<file path="src/smc_consts.svh">
`ifndef SMC_CONSTS_SVH
`define SMC_CONSTS_SVH
// command and reply codes
`define SMC_CMD_WDOG 8'h1D
`define SMC_CMD_DBG 8'h1E
`define SMC_CMD_TEXT 8'h1F
`define SMC_CMD_BAUD 8'h21
`define SMC_CMD_GPSET 8'h22
`define SMC_CMD_GPRD 8'h23
`define SMC_RSP_FLAG 8'h40
`define SMC_DBG_LEN 4'hF
`define SMC_GPRD_LEN 4'h4
// limits
`define SMC_NPIN 5
`define SMC_COL_MAX 8'h0F
`define SMC_ROW_MAX 8'h01
`define SMC_TXT_MIN 5'h03
`define SMC_TXT_MAX 5'h12
`define SMC_VAL_HIGH 8'h64
`define SMC_CFG_MAX 8'h0F
`define SMC_BAUD_NUM 8'h02
`define SMC_BAUD_RST 8'h01
// reset pin configuration, one nibble per pin, pin 0 lowest
`define SMC_GPCFG_RST 20'h22232
`define SMC_HOSTRST_PIN 3
// timing
`define SMC_CLK_HZ 50000000
`define SMC_HOSTRST_S 1
`define SMC_PWM_HZ 100
`define SMC_PWM_STEPS 100
`define SMC_SAMPLE_HZ 32
`endif

</file>
<file path="src/smc_pkg.sv">
package smc_pkg;
   typedef logic [7:0] smc_byte_t;
   typedef enum logic [2:0] {
      DRV_UP_PD = 3'h0,
      DRV_STRONG = 3'h1,
      DRV_HIZ = 3'h2,
      DRV_PU_DN = 3'h3,
      DRV_SUP_Z = 3'h4,
      DRV_SLOW = 3'h5,
      DRV_RSVD = 3'h6,
      DRV_Z_SDN = 3'h7
   } smc_drv_t;
endpackage

</file>
<file path="src/smc_cmd_core.sv">
// Functional notes
// [RULE1] watchdog command with timeout zero disables the watchdog
// [RULE2] host must resend watchdog command before timeout seconds elapse
// [RULE3] watchdog expiry pulses the host reset line
// [RULE4] watchdog is off after power-up
// [RULE5] accepted command answered with type ORed 0x40, watchdog reply empty
// [RULE6] empty debug request answered with type 0x5E and 15 bytes
// [RULE7] status bytes 0 and 12 zero, others masks, counter, sense select
// [RULE8] text command has column, row and 1 to 16 characters
// [RULE9] baud acknowledge sent at old rate, then rate switches
// [RULE10] host switches its rate only after the acknowledge
// [RULE11] link starts at 19200 baud after reset
// [RULE12] five pins, index 5 and above refused
// [RULE13] two bytes set value only, three also set function and drive
// [RULE14] value 0 low, 100 high, 1 to 99 PWM at 100 Hz
// [RULE15] three-bit drive mode, 010 high impedance, 110 refused
// [RULE16] configuration byte 0 to 15, bit 3 function, bits 2..0 drive
// [RULE17] function 1 user control, 0 shared default function
// [RULE18] every pin sampled at 32 Hz, last level kept
// [RULE19] rising and falling edges between samples recorded per pin
// [RULE20] pin read reports level and edge flags, then clears the flags
// [RULE21] host reset drives the reset pin for one second then releases
// [RULE22] counter loaded per command, decremented per second, fires at zero
// [RULE23] bad parameter or length changes nothing and gets no acknowledge
`timescale 1ns/10ps
`include "smc_consts.svh"
module smc_cmd_core
   import smc_pkg::*;
#(
   parameter int NPIN = `SMC_NPIN,
   parameter int SEC_CYC = `SMC_CLK_HZ,
   parameter int HOSTRST_CYC = `SMC_CLK_HZ * `SMC_HOSTRST_S,
   parameter int PWM_STEP_CYC = `SMC_CLK_HZ / (`SMC_PWM_HZ * `SMC_PWM_STEPS),
   parameter int SAMPLE_CYC = `SMC_CLK_HZ / `SMC_SAMPLE_HZ
)
(
   // clock and reset
   input wire logic clk,
   input wire logic rst_b,
   input wire logic ce,
   // command
   input wire logic cmdValid,
   input wire logic [7:0] cmdType,
   input wire logic [4:0] cmdLen,
   input wire logic [143:0] cmdData,
   output logic cmdErr,
   // reply
   output logic rspValid,
   output logic [7:0] rspType,
   output logic [3:0] rspLen,
   output logic [119:0] rspData,
   input wire logic rspSent,
   // text placement
   output logic txtValid,
   output logic [3:0] txtCol,
   output logic txtRow,
   output logic [4:0] txtCnt,
   output logic [127:0] txtData,
   // baud rate
   output logic [7:0] baudCode,
   // status sources
   input wire logic [31:0] tempMask,
   input wire logic [7:0] keyPressMask,
   input wire logic [7:0] keyRelMask,
   input wire logic [7:0] atxFunc,
   input wire logic [7:0] contrast,
   input wire logic [7:0] keyLight,
   input wire logic [7:0] senseSel,
   input wire logic [7:0] lcdContrast,
   input wire logic [7:0] lcdLight,
   // watchdog and host reset
   input wire logic rstActLevel,
   output logic wdActive,
   output logic hostRstAct,
   // pins
   input wire logic [NPIN-1:0] gpioIn,
   input wire logic [NPIN-1:0] altOut,
   input wire logic [NPIN-1:0] altOe,
   output logic [NPIN-1:0] gpioOut,
   output logic [NPIN-1:0] gpioOe,
   output logic [NPIN-1:0] gpioPu,
   output logic [NPIN-1:0] gpioPd,
   output logic [NPIN-1:0] gpioSlow
);
   logic [7:0] b0, b1, b2;
   logic wdCmd, dbgCmd, txtCmd, baudCmd, gpCmd, rdCmd, cmdOk, go;
   logic wdEn_r, secTick, pwmTick, smpTick, wdFire;
   logic [7:0] wdCnt_r, baudNew_r;
   logic baudPend_r;
   logic [31:0] secCnt_r, rstCnt_r, pwmCnt_r, smpCnt_r;
   logic [6:0] phase_r;
   logic [7:0] gpVal_r [NPIN];
   logic [3:0] gpCfg_r [NPIN];
   logic [NPIN-1:0] s1_r, s2_r, smp_r, rise_r, fall_r, lvl, rdHit;

   assign b0 = cmdData[7:0];
   assign b1 = cmdData[15:8];
   assign b2 = cmdData[23:16];
   assign wdCmd = cmdType == `SMC_CMD_WDOG && cmdLen == 5'h01;
   assign dbgCmd = cmdType == `SMC_CMD_DBG && cmdLen == 5'h00; // RULE6
   assign txtCmd = cmdType == `SMC_CMD_TEXT && cmdLen >= `SMC_TXT_MIN && cmdLen <= `SMC_TXT_MAX
      && b0 <= `SMC_COL_MAX && b1 <= `SMC_ROW_MAX; // RULE8
   assign baudCmd = cmdType == `SMC_CMD_BAUD && cmdLen == 5'h01 && b0 < `SMC_BAUD_NUM;
   assign gpCmd = cmdType == `SMC_CMD_GPSET && (cmdLen == 5'h02 || cmdLen == 5'h03)
      && b0 < 8'(NPIN) && b1 <= `SMC_VAL_HIGH // RULE12 RULE14
      && (cmdLen == 5'h02 || (b2 <= `SMC_CFG_MAX && b2[2:0] != DRV_RSVD)); // RULE15 RULE16
   assign rdCmd = cmdType == `SMC_CMD_GPRD && cmdLen == 5'h01 && b0 < 8'(NPIN); // RULE12
   assign cmdOk = wdCmd | dbgCmd | txtCmd | baudCmd | gpCmd | rdCmd;
   assign go = ce && cmdValid && cmdOk; // RULE23
   assign secTick = secCnt_r == 32'(SEC_CYC - 1);
   assign wdFire = wdEn_r && secTick && wdCnt_r == 8'h01 && !(cmdValid && wdCmd);
   assign wdActive = wdEn_r;
   assign hostRstAct = rstCnt_r != 32'h0;

   // reply and error pulses
   always_ff @(posedge clk or negedge rst_b)
   begin
      if (!rst_b)
      begin
         rspValid <= 1'b0;
         rspType <= 8'h00;
         rspLen <= 4'h0;
         rspData <= 120'h0;
         cmdErr <= 1'b0;
      end
      else if (ce)
      begin
         rspValid <= go; // RULE5
         cmdErr <= cmdValid && !cmdOk; // RULE23
         if (go)
         begin
            rspType <= cmdType | `SMC_RSP_FLAG; // RULE5
            rspLen <= 4'h0;
            rspData <= 120'h0;
            if (dbgCmd)
            begin
               rspLen <= `SMC_DBG_LEN; // RULE6
               rspData <= {lcdLight, lcdContrast, 8'h00, senseSel, keyLight, contrast, wdCnt_r,
                  atxFunc, keyRelMask, keyPressMask, tempMask, 8'h00}; // RULE7
            end
            if (rdCmd)
            begin
               rspLen <= `SMC_GPRD_LEN; // RULE20
               rspData <= {88'h0, 4'h0, gpCfg_r[b0[2:0]], gpVal_r[b0[2:0]],
                  5'h00, rise_r[b0[2:0]], fall_r[b0[2:0]], smp_r[b0[2:0]], b0};
            end
         end
      end
   end

   // text placement
   always_ff @(posedge clk or negedge rst_b)
   begin
      if (!rst_b)
      begin
         txtValid <= 1'b0;
         txtCol <= 4'h0;
         txtRow <= 1'b0;
         txtCnt <= 5'h00;
         txtData <= 128'h0;
      end
      else if (ce)
      begin
         txtValid <= go && txtCmd; // RULE8
         if (go && txtCmd)
         begin
            txtCol <= b0[3:0];
            txtRow <= b1[0];
            txtCnt <= cmdLen - 5'h02;
            txtData <= cmdData[143:16];
         end
      end
   end

   // baud rate: new code waits for the acknowledge to leave at the old rate
   logic [7:0] baud_r;
   always_ff @(posedge clk or negedge rst_b)
   begin
      if (!rst_b)
      begin
         baud_r <= `SMC_BAUD_RST; // RULE11
         baudNew_r <= `SMC_BAUD_RST;
         baudPend_r <= 1'b0;
      end
      else if (ce)
      begin
         if (go && baudCmd)
         begin
            baudNew_r <= b0;
            baudPend_r <= 1'b1;
         end
         else if (baudPend_r && rspSent)
         begin
            baud_r <= baudNew_r; // RULE9
            baudPend_r <= 1'b0;
         end
      end
   end
   assign baudCode = baud_r;

   // watchdog; the second prescaler restarts on every feed
   always_ff @(posedge clk or negedge rst_b)
   begin
      if (!rst_b)
      begin
         wdEn_r <= 1'b0; // RULE4
         wdCnt_r <= 8'h00;
         secCnt_r <= 32'h0;
      end
      else if (ce)
      begin
         secCnt_r <= secTick ? 32'h0 : secCnt_r + 32'h1;
         if (go && wdCmd)
         begin
            wdCnt_r <= b0; // RULE22
            wdEn_r <= b0 != 8'h00; // RULE1
            secCnt_r <= 32'h0;
         end
         else if (wdEn_r && secTick)
         begin
            wdCnt_r <= wdCnt_r - 8'h01; // RULE22
            if (wdCnt_r == 8'h01)
               wdEn_r <= 1'b0; // RULE3
         end
      end
   end

   // host reset pulse
   always_ff @(posedge clk or negedge rst_b)
   begin
      if (!rst_b)
         rstCnt_r <= 32'h0;
      else if (ce)
      begin
         if (wdFire)
            rstCnt_r <= 32'(HOSTRST_CYC); // RULE3 RULE21
         else if (hostRstAct)
            rstCnt_r <= rstCnt_r - 32'h1;
      end
   end

   // pin configuration
   always_ff @(posedge clk or negedge rst_b)
   begin
      if (!rst_b)
      begin
         for (int i = 0; i < NPIN; i++)
         begin
            gpVal_r[i] <= 8'h00;
            gpCfg_r[i] <= 4'(`SMC_GPCFG_RST >> (4 * i));
         end
      end
      else if (go && gpCmd)
      begin
         gpVal_r[b0[2:0]] <= b1; // RULE13
         if (cmdLen == 5'h03)
            gpCfg_r[b0[2:0]] <= b2[3:0]; // RULE13 RULE16
      end
   end

   // 100 Hz PWM, one shared phase counter
   assign pwmTick = pwmCnt_r == 32'(PWM_STEP_CYC - 1);
   always_ff @(posedge clk or negedge rst_b)
   begin
      if (!rst_b)
      begin
         pwmCnt_r <= 32'h0;
         phase_r <= 7'h00;
      end
      else if (ce)
      begin
         pwmCnt_r <= pwmTick ? 32'h0 : pwmCnt_r + 32'h1;
         if (pwmTick)
            phase_r <= phase_r == 7'(`SMC_PWM_STEPS - 1) ? 7'h00 : phase_r + 7'h01; // RULE14
      end
   end

   // pin driver decode
   always_comb
   begin
      for (int i = 0; i < NPIN; i++)
      begin
         lvl[i] = gpVal_r[i] > {1'b0, phase_r}; // RULE14
         gpioOut[i] = 1'b0;
         gpioOe[i] = 1'b0;
         gpioPu[i] = 1'b0;
         gpioPd[i] = 1'b0;
         gpioSlow[i] = 1'b0;
         if (gpCfg_r[i][3])
         begin
            case (smc_drv_t'(gpCfg_r[i][2:0])) // RULE15 RULE17
               DRV_UP_PD:
               begin
                  gpioOe[i] = lvl[i];
                  gpioOut[i] = 1'b1;
                  gpioPd[i] = !lvl[i];
               end
               DRV_STRONG:
               begin
                  gpioOe[i] = 1'b1;
                  gpioOut[i] = lvl[i];
               end
               DRV_PU_DN:
               begin
                  gpioOe[i] = !lvl[i];
                  gpioPu[i] = lvl[i];
               end
               DRV_SUP_Z:
               begin
                  gpioOe[i] = lvl[i];
                  gpioOut[i] = 1'b1;
                  gpioSlow[i] = 1'b1;
               end
               DRV_SLOW:
               begin
                  gpioOe[i] = 1'b1;
                  gpioOut[i] = lvl[i];
                  gpioSlow[i] = 1'b1;
               end
               DRV_Z_SDN:
               begin
                  gpioOe[i] = !lvl[i];
                  gpioSlow[i] = 1'b1;
               end
               default:
                  gpioOe[i] = 1'b0;
            endcase
         end
         else if (i == `SMC_HOSTRST_PIN)
         begin
            gpioOe[i] = hostRstAct; // RULE17 RULE21
            gpioOut[i] = rstActLevel;
         end
         else
         begin
            gpioOe[i] = altOe[i]; // RULE17
            gpioOut[i] = altOut[i];
         end
      end
   end

   // 32 Hz sampling and edge tracking; a new edge wins over a read clear
   assign smpTick = smpCnt_r == 32'(SAMPLE_CYC - 1);
   always_comb
   begin
      rdHit = '0;
      if (go && rdCmd)
         rdHit[b0[2:0]] = 1'b1;
   end
   always_ff @(posedge clk or negedge rst_b)
   begin
      if (!rst_b)
      begin
         s1_r <= '0;
         s2_r <= '0;
         smp_r <= '0;
         rise_r <= '0;
         fall_r <= '0;
         smpCnt_r <= 32'h0;
      end
      else if (ce)
      begin
         s1_r <= gpioIn;
         s2_r <= s1_r;
         smpCnt_r <= smpTick ? 32'h0 : smpCnt_r + 32'h1;
         if (smpTick)
            smp_r <= s2_r; // RULE18
         rise_r <= (rise_r & ~rdHit) | ({NPIN{smpTick}} & s2_r & ~smp_r); // RULE19 RULE20
         fall_r <= (fall_r & ~rdHit) | ({NPIN{smpTick}} & ~s2_r & smp_r); // RULE19 RULE20
      end
   end
endmodule

</file>
<file path="config.mk">
export PLATFORM = sky130hd
export DESIGN_NAME = smc_cmd_core
export DESIGN_NICKNAME = d
export VERILOG_FILES = /design/src/smc_pkg.sv /design/src/smc_cmd_core.sv
export VERILOG_INCLUDE_DIRS = /design/src /design/src/src
export SDC_FILE = /design/constraint.sdc
export NUM_CORES = 1
export LEC_CHECK = 0
export BUFFER_PORTS_ARGS = -buffer_cell sky130_fd_sc_hd__buf_4
export CAP_MARGIN = 20
export CORE_AREA = 3 3 227 229
export DETAILED_ROUTE_END_ITERATION = 8
export DIE_AREA = 0 0 230 232
export PLACE_DENSITY = 0.8
export SETUP_SLACK_MARGIN = 0.05
export SYNTH_ARGS = -nofsm -noshare
export SYNTH_HDL_FRONTEND = slang
export SYNTH_SLANG_ARGS = --single-unit
</file>
<file path="constraint.sdc">
create_clock -name clk -period 3 [get_ports clk]
set_input_delay 0.3 -clock clk [delete_from_list [all_inputs] [get_ports clk]]
set_output_delay 0.3 -clock clk [all_outputs]
set_load 0.01 [all_outputs]
</file>
; Yosys cells after proc, flatten, opt, wreduce, memory -nomap -nowiden
; Cells that the tools add are included.
[totals]
reg_bits = 519
[op_classes]
add_sub_neg = 7
order_cmp = 17
n_eq_ne = 40
mux = 89
n_bitwise = 18
reduce_logical = 82
[op_table]
columns = cell, count
row1 = $mux W120, 2
row2 = $mux W32, 6
row3 = $add A32 B1 Y32 const B, 3
row4 = $mux W1, 49
row5 = $eq A3 B3 Y1 const B, 15
row6 = $bwmux W40, 1
row7 = $gt A8 B7 Y1, 5
row8 = $mux W8, 5
row9 = $eq A32 B13 Y1 const B, 1
row10 = $eq A32 B21 Y1 const B, 1
row11 = $eq A32 B26 Y1 const B, 1
row12 = $reduce_bool A32 Y1, 1
row13 = $sub A32 B1 Y32 const B, 1
row14 = $and A5 B5 Y5, 6
row15 = $logic_and A1 B1 Y1, 30
row16 = $reduce_or A2 Y1, 15
row17 = $bmux W8 S3, 1
row18 = $demux W8 S3, 1
row19 = $eq A8 B5 Y1 const B, 3
row20 = $eq A8 B6 Y1 const B, 3
row21 = $bwmux W20, 1
row22 = $mux W4, 5
row23 = $reduce_and A2 Y1, 9
row24 = $le A8 B4 Y1 const B, 2
row25 = other kinds (41), 86

; Depth between registers and ports, before layout
; Gate-level depths: netlist of the first run.
[depth]
ltp_word = 15
mapped_depth = 10
ltp_nobuf = 8

; Worst setup path after synthesis of the first run
; No wires, ideal clock.
[synth_path]
kind = register -> output
start = reg rstCnt_r[22]
end = out gpioOe[3]
arrival_ps = 2201
t_required_ps = 2700
path_slack_ps = 499
stages_incl_launch_ff = 8
n_path_buf = 2
path_cell_list = dfrtp_1 -> or4_4 -> or4_1 -> buf_6 -> nor3_2 -> buf_6 -> inv_2 -> o22a_1
[synth_via]
elab_chain_cells = 2
[synth_rtl]
columns = item, line_no
row1 = start: declaration, smc_cmd_core.sv:90  ; logic [31:0] secCnt_r, rstCnt_r, pwmCnt_r, smpCnt_r;
row2 = start signal: assignment, smc_cmd_core.sv:236  ; rstCnt_r <= 32'(HOSTRST_CYC);
row3 = start signal: assignment, smc_cmd_core.sv:238  ; rstCnt_r <= rstCnt_r - 32'h1;
row4 = $reduce_bool A32 Y1, smc_cmd_core.sv:113  ; assign hostRstAct = rstCnt_r != 32'h0;
row5 = via hostRstAct, smc_cmd_core.sv:74  ; output logic hostRstAct,
row6 = $mux W1, smc_cmd_core.sv:289  ; if (gpCfg_r[i][3])
row7 = end: declaration, smc_cmd_core.sv:80  ; output logic [NPIN-1:0] gpioOe,
; The timed path passes the listed nets, and every way through them passes these cells.

; Final worst setup path of the first run
[layout_path]
start = reg phase_r[1]
end = out gpioOe[3]
[layout_via]
elab_chain_cells = 4
[layout_rtl]
columns = item, line_no
row1 = start: declaration, smc_cmd_core.sv:91  ; logic [6:0] phase_r;
row2 = start signal: assignment, smc_cmd_core.sv:274  ; phase_r <= phase_r == 7'(`SMC_PWM_STEPS - 1) ? 7'h00 : phase_r + 7'h01;
row3 = $gt A8 B7 Y1 *, smc_cmd_core.sv:283  ; lvl[i] = gpVal_r[i] > {1'b0, phase_r};
row4 = $logic_not A1 Y1, "smc_cmd_core.sv:305, smc_cmd_core.sv:322"
row5 = $pmux W1 S3 *, smc_cmd_core.sv:291  ; case (smc_drv_t'(gpCfg_r[i][2:0]))
row6 = $mux W1 *, smc_cmd_core.sv:289
; Mark *: on every way between the ends. The rest lies on a longest branch, timed or not.

==> results.cfg, run 1 <==
[synth]
ys_seq_area_share_pct = 53.8
synthTopCellsByArea = dfrtp_1 (53%), mux2_2 (6.8%), mux2_1 (3.2%), nand3_1 (3.0%), o21ai_0 (2.7%)
synth_top_cell_by_area = dfrtp_1
synth_cell_types = 81
syn_inst = 2180
synth_edf_count = 0
synth_simple_gate_area_share_pct = 14.9
synthAdderAreaFrac_pct = 2.32
yosys_warnings = 0
netlist_area_um2 = 23700
netlist.area_leader.share_pct = 52.9
synth_top_family_by_area = simple AND/OR/NAND/NOR gates
muxShareOfSynthArea_pct = 11.5
async_flop_share_pct = 100
synth.avg_cell_area_um2 = 10.9
synth_compound_area_share_pct = 9.21
synth_flop_cell = dfrtp_1
synth_xor_area_share_pct = 3.55
ys_ff_latch = 509

[critical_path]
critPathMaxFanout = 6
max_stage_delay_ns = 0.41
end_kind = output pin
critPathTopFamily = compound AO/OA/AOI/OAI gates
reg2reg_depth = 9
critPathBufInv = 3
critical_path_depth = 10
critical_path.cell_chain = inv_4 -> ha_4 -> nor2b_1 -> o21a_1 -> o21ai_1 -> a211oi_1 -> buf_4 -> o31ai_2 -> o22a_1 -> buf_6
r2r_start = secCnt_r[0]$_DFFE_PN0P_
rrSetupSlack_ns = 0.36
cp.required_ns = 2.70
path_class = flop to output pin
slowest_stage = dfrtp_1
r2r_end = secCnt_r[14]$_DFFE_PN0P_
critPathLaunchType = flop
arrival_ns = 2.72

[routing]
vias_per_cell = 5.63
num_vias = 21100
drt-total-wl_um = 81200
routedWlPerCell_um = 21.7
ant_nets = 0
dr.pass1.iters = 5
drt_iter0_drc = 1738
drc_errors = 0

[timing]
period_share_pct = 101
max_freq_mhz = 331
period_minus_slack_ns = 3.02
hold_viol_final = 0
worstMarginPinSlew_ns = 0.741
worst_slack_ns = -0.0241
drv_slew = 0
setup_viol = 4
rsz0062_at_grt = yes
relSlewSlack_pct = 50.4
hold_ws_ns = 0.0322
finalClockSkew_ns = 0.0179

[power]
power.static_leakage_uw = 0.0165
switching_share_pct = 25.2
powerDensity_nw_per_um2 = 465
p_seq_share_pct = 47.1
p_int_uw = 11800
p_sw_uw = 3970
vdd_ir_drop_max_v = 0.000440
share_comb_of_total_power_pct = 10.1
pwr-share-clk_pct = 42.9

[global_routing]
grt_pass1_vias = 22300
antenna_found_initial = 7
grt_pass1_wl_um = 126000
grt_max_degree = 96
grt_overflow = 0
grt.total_usage_pct = 29.6

[die]
coreArea_um2 = 49900
die_area_um2 = 53400
die_h_um = 232
io-pin-count = 582
rows = 82
die_x_um = 230
start_util_pct = 47.5

[clock_tree]
cts-root-buf = clkbuf_16
numCtsBuffers = 54
clock-sinks = 509
cts_tree = done
clockBufferDepth = 3
cts.clk_slew.worst_paths_ns = 0.06
insertion_delay_ns = 0.60
htreeDepth = 2

[placed_design]
gp_congestion = 0.904
hpwl_um = 52700
dp_slack_ns = 0.0742
io_buffers = 571

[hold_path]
min_path_cells = 3
worst_hold_path.endpoint = wdCnt_r[4]$_DFFE_PN0P_
hold_path.class = input pin to flop
min_from = cmdData[4]

[final_layout]
multi_input_area_um2 = 10300
regArea_um2 = 12800
areaGrowthSynthToFinish_pct = 42.8
nFillCells = 3446
finalNetCount = 3347
final_core_util_pct = 67.8
drive_gt1_share_pct = 32.2

[run]
max_cap_viol_count = 0

[outcome]
status = complete, but fails checks
failed_checks = setup timing
-- synthesized netlist by cell type (30+ instances only) --
master    count
nor3_1       58
clkbuf_1     55
nor4_1       32
nand2_1     113
o21ai_0     128
xor2_1       40
buf_2        30
xnor2_1      56
nor2_1      117
mux2_1       67
a21oi_1      45
nand4_1      39
ha_1         44
inv_1       163
mux2_2      144
dfrtp_1     501
nand3_1     142
o21ai_1      52
-- flip-flops by register name (all words and copies together), names as in the netlist, 2 cells and up --
| name | cells |
|---|---|
| pwmCnt_r | 32 |
| wdCnt_r | 8 |
| rspType | 8 |
| txtData | 128 |
| smp_r | 5 |
| smpCnt_r | 32 |
| rstCnt_r | 32 |
| rise_r | 5 |
| baudCode | 8 |
| phase_r | 7 |
| rspLen | 2 |
| rspData | 112 |
| baudNew_r | 8 |
| txtCnt | 5 |
| gpCfg_r | 20 |
| gpVal_r | 40 |
| txtCol | 4 |
| s2_r | 5 |
| secCnt_r | 32 |
| fall_r | 5 |
| s1_r | 5 |
-- final cells by class --
type	count	share of cell area, %
Antenna cell	9	0.0666
Inverter	165	1.87
Clock buffer	77	4.58
Clock inverter	20	0.647
Sequential cell	509	37.7
Timing Repair Buffer	888	22.2
Multi-Input combinational cell	1411	30.5
Tap cell	672	2.49
-- logic make-up after synthesis --
kind of cell,count (synthesis)
compound gates,359
xor+xnor,96
fa+ha+maj,44
buf+inv,267
flops,509
mux,243
other cells,1
simple gates,661
-- per-stage QoR --
step	instance area [µm²]	std cells	TNS, ns	power [µW]
3_3_place_gp	29100	3396	0	8700
5_1_grt	33800	3747	-1.18	16300
3_5_place_dp	29100	3396	0	8780
6_report	33800	3751	-0.0623	15700
4_1_cts	33700	3741	-0.0971	15700
2_1_floorplan	23700	2187	0	8070
-- worst max-delay path by stage --
stage / startpoint / end / slack [ns]
final: phase_r[1]$_DFFE_PN0P_ / gpioOe[3] / -0.02
after global placement: cmdData[14] / txtData[5]$_DFFE_PN0P_ / 0.07
after floorplan: rstCnt_r[22]$_DFFE_PN0P_ / gpioOe[3] / 0.50
after detailed placement: cmdData[14] / txtData[96]$_DFFE_PN0P_ / 0.07
after CTS: rstCnt_r[23]$_DFFE_PN0P_ / gpioOe[3] / -0.1
after global routing: phase_r[1]$_DFFE_PN0P_ / gpioOe[3] / -0.13
-- worst reg2reg max path, delay by kind of cell, from the launching register on --
| kind | cells | cell delay [ns] |
|---|---|---|
| fa+ha+maj | 1 | 0.23 |
| flops | 1 | 0.41 |
| simple gates | 4 | 1.07 |
| compound gates | 2 | 0.30 |
| buf+inv | 2 | 0.51 |
-- per-layer routing --
layer / share of wire (%) / wire length [µm] / vias to the layer above / GRT usage [%]
met1: 38 / 30600 / 10600 / 35.9
met4: 4.1 / 3360 / 2 / 11.1
met3: 7.5 / 6060 / 227 / 6.80
met2: 51 / 41200 / 945 / 51.7
li1: - / - / 9379 / -
met5: 0.016 / 13 / - / 0
-- layout by cell type, fill, tap and decap left out, types with 44 or more instances in the layout --
cell / n
o21ai_1: 62
mux2_2: 144
dfrtp_1: 497
clkbuf_16: 55
buf_4: 633
nor2_1: 114
inv_1: 157
dlygate4sd3_1: 231
nor3_1: 57
a21oi_1: 44
nand2_1: 113
o21ai_0: 113
nand3_1: 141
mux2_1: 67
xnor2_1: 56
-- repair_timing --
action	4_1_cts	5_1_grt
pin swaps	24	3
hold buffers	231	0
setup buffers	19	1
resized for setup	83	14
endpoints found under the hold margin	303	0
setup endpoints to repair	21	94
-- power groups by stage --
stage,clock [µW],sequential [µW],combinational (µW)
2_1_floorplan,0,7440,624
6_report,6740,7400,1580
4_1_cts,6790,7380,1560
3_3_place_gp,0,7470,1220
5_1_grt,7140,7440,1730
3_5_place_dp,0,7500,1280
(Power assumes the default switching activity.)
==> inputs of run 2 (changes only) <==
--- a/config.mk
+++ b/config.mk
@@ -16,3 +16,4 @@
 export SYNTH_ARGS = -nofsm -noshare
 export SYNTH_HDL_FRONTEND = slang
 export SYNTH_SLANG_ARGS = --single-unit
+export TNS_END_PERCENT = 5
==> run 2 against run 1 <==
The flow still finishes with violations (setup timing). Utilization barely moved. Hold slack worse by 0.0037 ns. Sequential share of layout area about the same. Worst setup slack worse by 0.0061 ns. Clock-buffer cell count unchanged. Cell area about the same. Highest routed layer unchanged.
==> results.cfg, run 2 (same netlist as run 1, synthesis figures left out) <==
[die]
io-pin-count = 582
start_util_pct = 47.5
die_area_um2 = 53400
die_x_um = 230
rows = 82
die_h_um = 232
coreArea_um2 = 49900

[clock_tree]
numCtsBuffers = 54
insertion_delay_ns = 0.60
cts.clk_slew.worst_paths_ns = 0.06
cts-root-buf = clkbuf_16
clockBufferDepth = 3
htreeDepth = 2
clock-sinks = 509
cts_tree = done

[timing]
drv_slew = 0
finalClockSkew_ns = 0.0165
period_minus_slack_ns = 3.03
rsz0062_at_grt = yes
hold_viol_final = 0
worst_slack_ns = -0.0301
worstMarginPinSlew_ns = 0.769
max_freq_mhz = 330
relSlewSlack_pct = 48.5
period_share_pct = 101
setup_viol = 3

[critical_path]
arrival_ns = 2.73
critPathLaunchType = flop
path_class = flop to output pin
cp.required_ns = 2.70
critPathMaxFanout = 6
end_kind = output pin

[final_layout]
stdcell_count = 3751
reg_top3 = txtData x128, rspData x112, gpVal_r x40
regMostFlops = txtData
finalNetCount = 3347
layout_commonest_cell = buf_4
drive_gt1_share_pct = 32.2
regArea_um2 = 12800
areaGrowthSynthToFinish_pct = 42.8
mostFrequentLayoutCells = buf_4 (635), dfrtp_1 (497), dlygate4sd3_1 (231), inv_1 (157), mux2_2 (144)
final_cell_area_um2 = 33800
largest_reg_flops = 128
multi_input_area_um2 = 10300
nFillCells = 3463

[global_routing]
antenna_found_initial = 7
grt_max_degree = 96
grt_pass1_wl_um = 125000
grt.total_usage_pct = 29.5
grt_overflow = 0
grt_pass1_vias = 22300

[power]
power.static_leakage_uw = 0.0165
vdd_ir_drop_max_v = 0.000442
powerDensity_nw_per_um2 = 465
finalPower_uw = 15700

[routing]
dr.pass1.iters = 5
drt_iter0_drc = 1818
num_vias = 21200
vias_per_cell = 5.65
drt-total-wl_um = 81700
drc_errors = 0
routedWlPerCell_um = 21.8
ant_nets = 0

[placed_design]
gp_congestion = 0.904
io_buffers = 571
hpwl_um = 52700
placed_area_um2 = 29100
post-place-cells = 3396

[outcome]
failed_checks = setup timing
status = complete, but fails checks

[run]
max_cap_viol_count = 0

[hold_path]
hold_path.class = input pin to flop
run 2: repair_timing:
action,CTS,global route
pin swaps,9,15
hold buffers,231,0
hold endpoints to repair,303,0
gates resized for setup,45,51
cloned,0,0
setup endpoints to repair,21,114
buffers inserted,14,5
run 2: worst paths after layout:
kind	depth (start not counted)	slack [ns]	endpoint	startpoint
setup reg to reg	9	0.36	secCnt_r[14]$_DFFE_PN0P_	secCnt_r[0]$_DFFE_PN0P_
hold reg to reg	2	0.48	baudPend_r$_DFFE_PN0P_	baudPend_r$_DFFE_PN0P_
max in group asynchronous	3	1.81	rspData[53]$_DFFE_PN0P_	rst_b
setup / recovery	9	-0.03	gpioOe[0]	phase_r[1]$_DFFE_PN0P_
min in group asynchronous	2	0.26	rspData[16]$_DFFE_PN0P_	rst_b
hold / removal	3	0.03	rspData[13]$_DFFE_PN0P_	tempMask[5]
run 2: worst max-delay path: stages, from the launching register on:
cell and delay, ns:
dfrtp_1 0.42, inv_4 0.13, ha_1 0.26, nor2b_1 0.13, o21a_1 0.17, o21ai_2 0.16
a31oi_4 0.15, or2_4 0.28, a211o_1 0.28, buf_4 0.15
run 2: metrics by stage:
step | hold slack, ns | util [%] | setup slack, ns | setup TNS [ns]
floorplan | 0.00441 | - | 0.499 | 0
global route | 0.00588 | 67.8 | -0.117 | -0.955
CTS | 0.000248 | 67.2 | -0.0971 | -0.281
finish | 0.0285 | 67.8 | -0.0301 | -0.0431
detailed placement | 0.307 | 58.4 | 0.0742 | 0
global placement | 0.298 | 58.4 | 0.0680 | 0
run 2: power breakdown:
group,switching (µW),internal (µW)
logic,786,798
clock network,2890,3860
registers,295,7100
total,3970,11800
run 2: layout make-up:
class	instances	share of cell area, %
Inverter	165	1.86
Sequential cell	509	37.7
Clock inverter	20	0.647
Antenna cell	9	0.0666
Clock buffer	77	4.58
Multi-Input combinational cell	1411	30.5
Timing Repair Buffer	888	22.1
Tap cell	672	2.49
run 2: routing by layer:
metal  vias to the layer above  track usage [%]  routed length [µm]
met5                         -                0                  13
met4                         2             11.5                3670
met3                       252             6.96                6140
met2                       979             51.2               41100
met1                     10600             35.7               30800
li1                       9383                -                   -
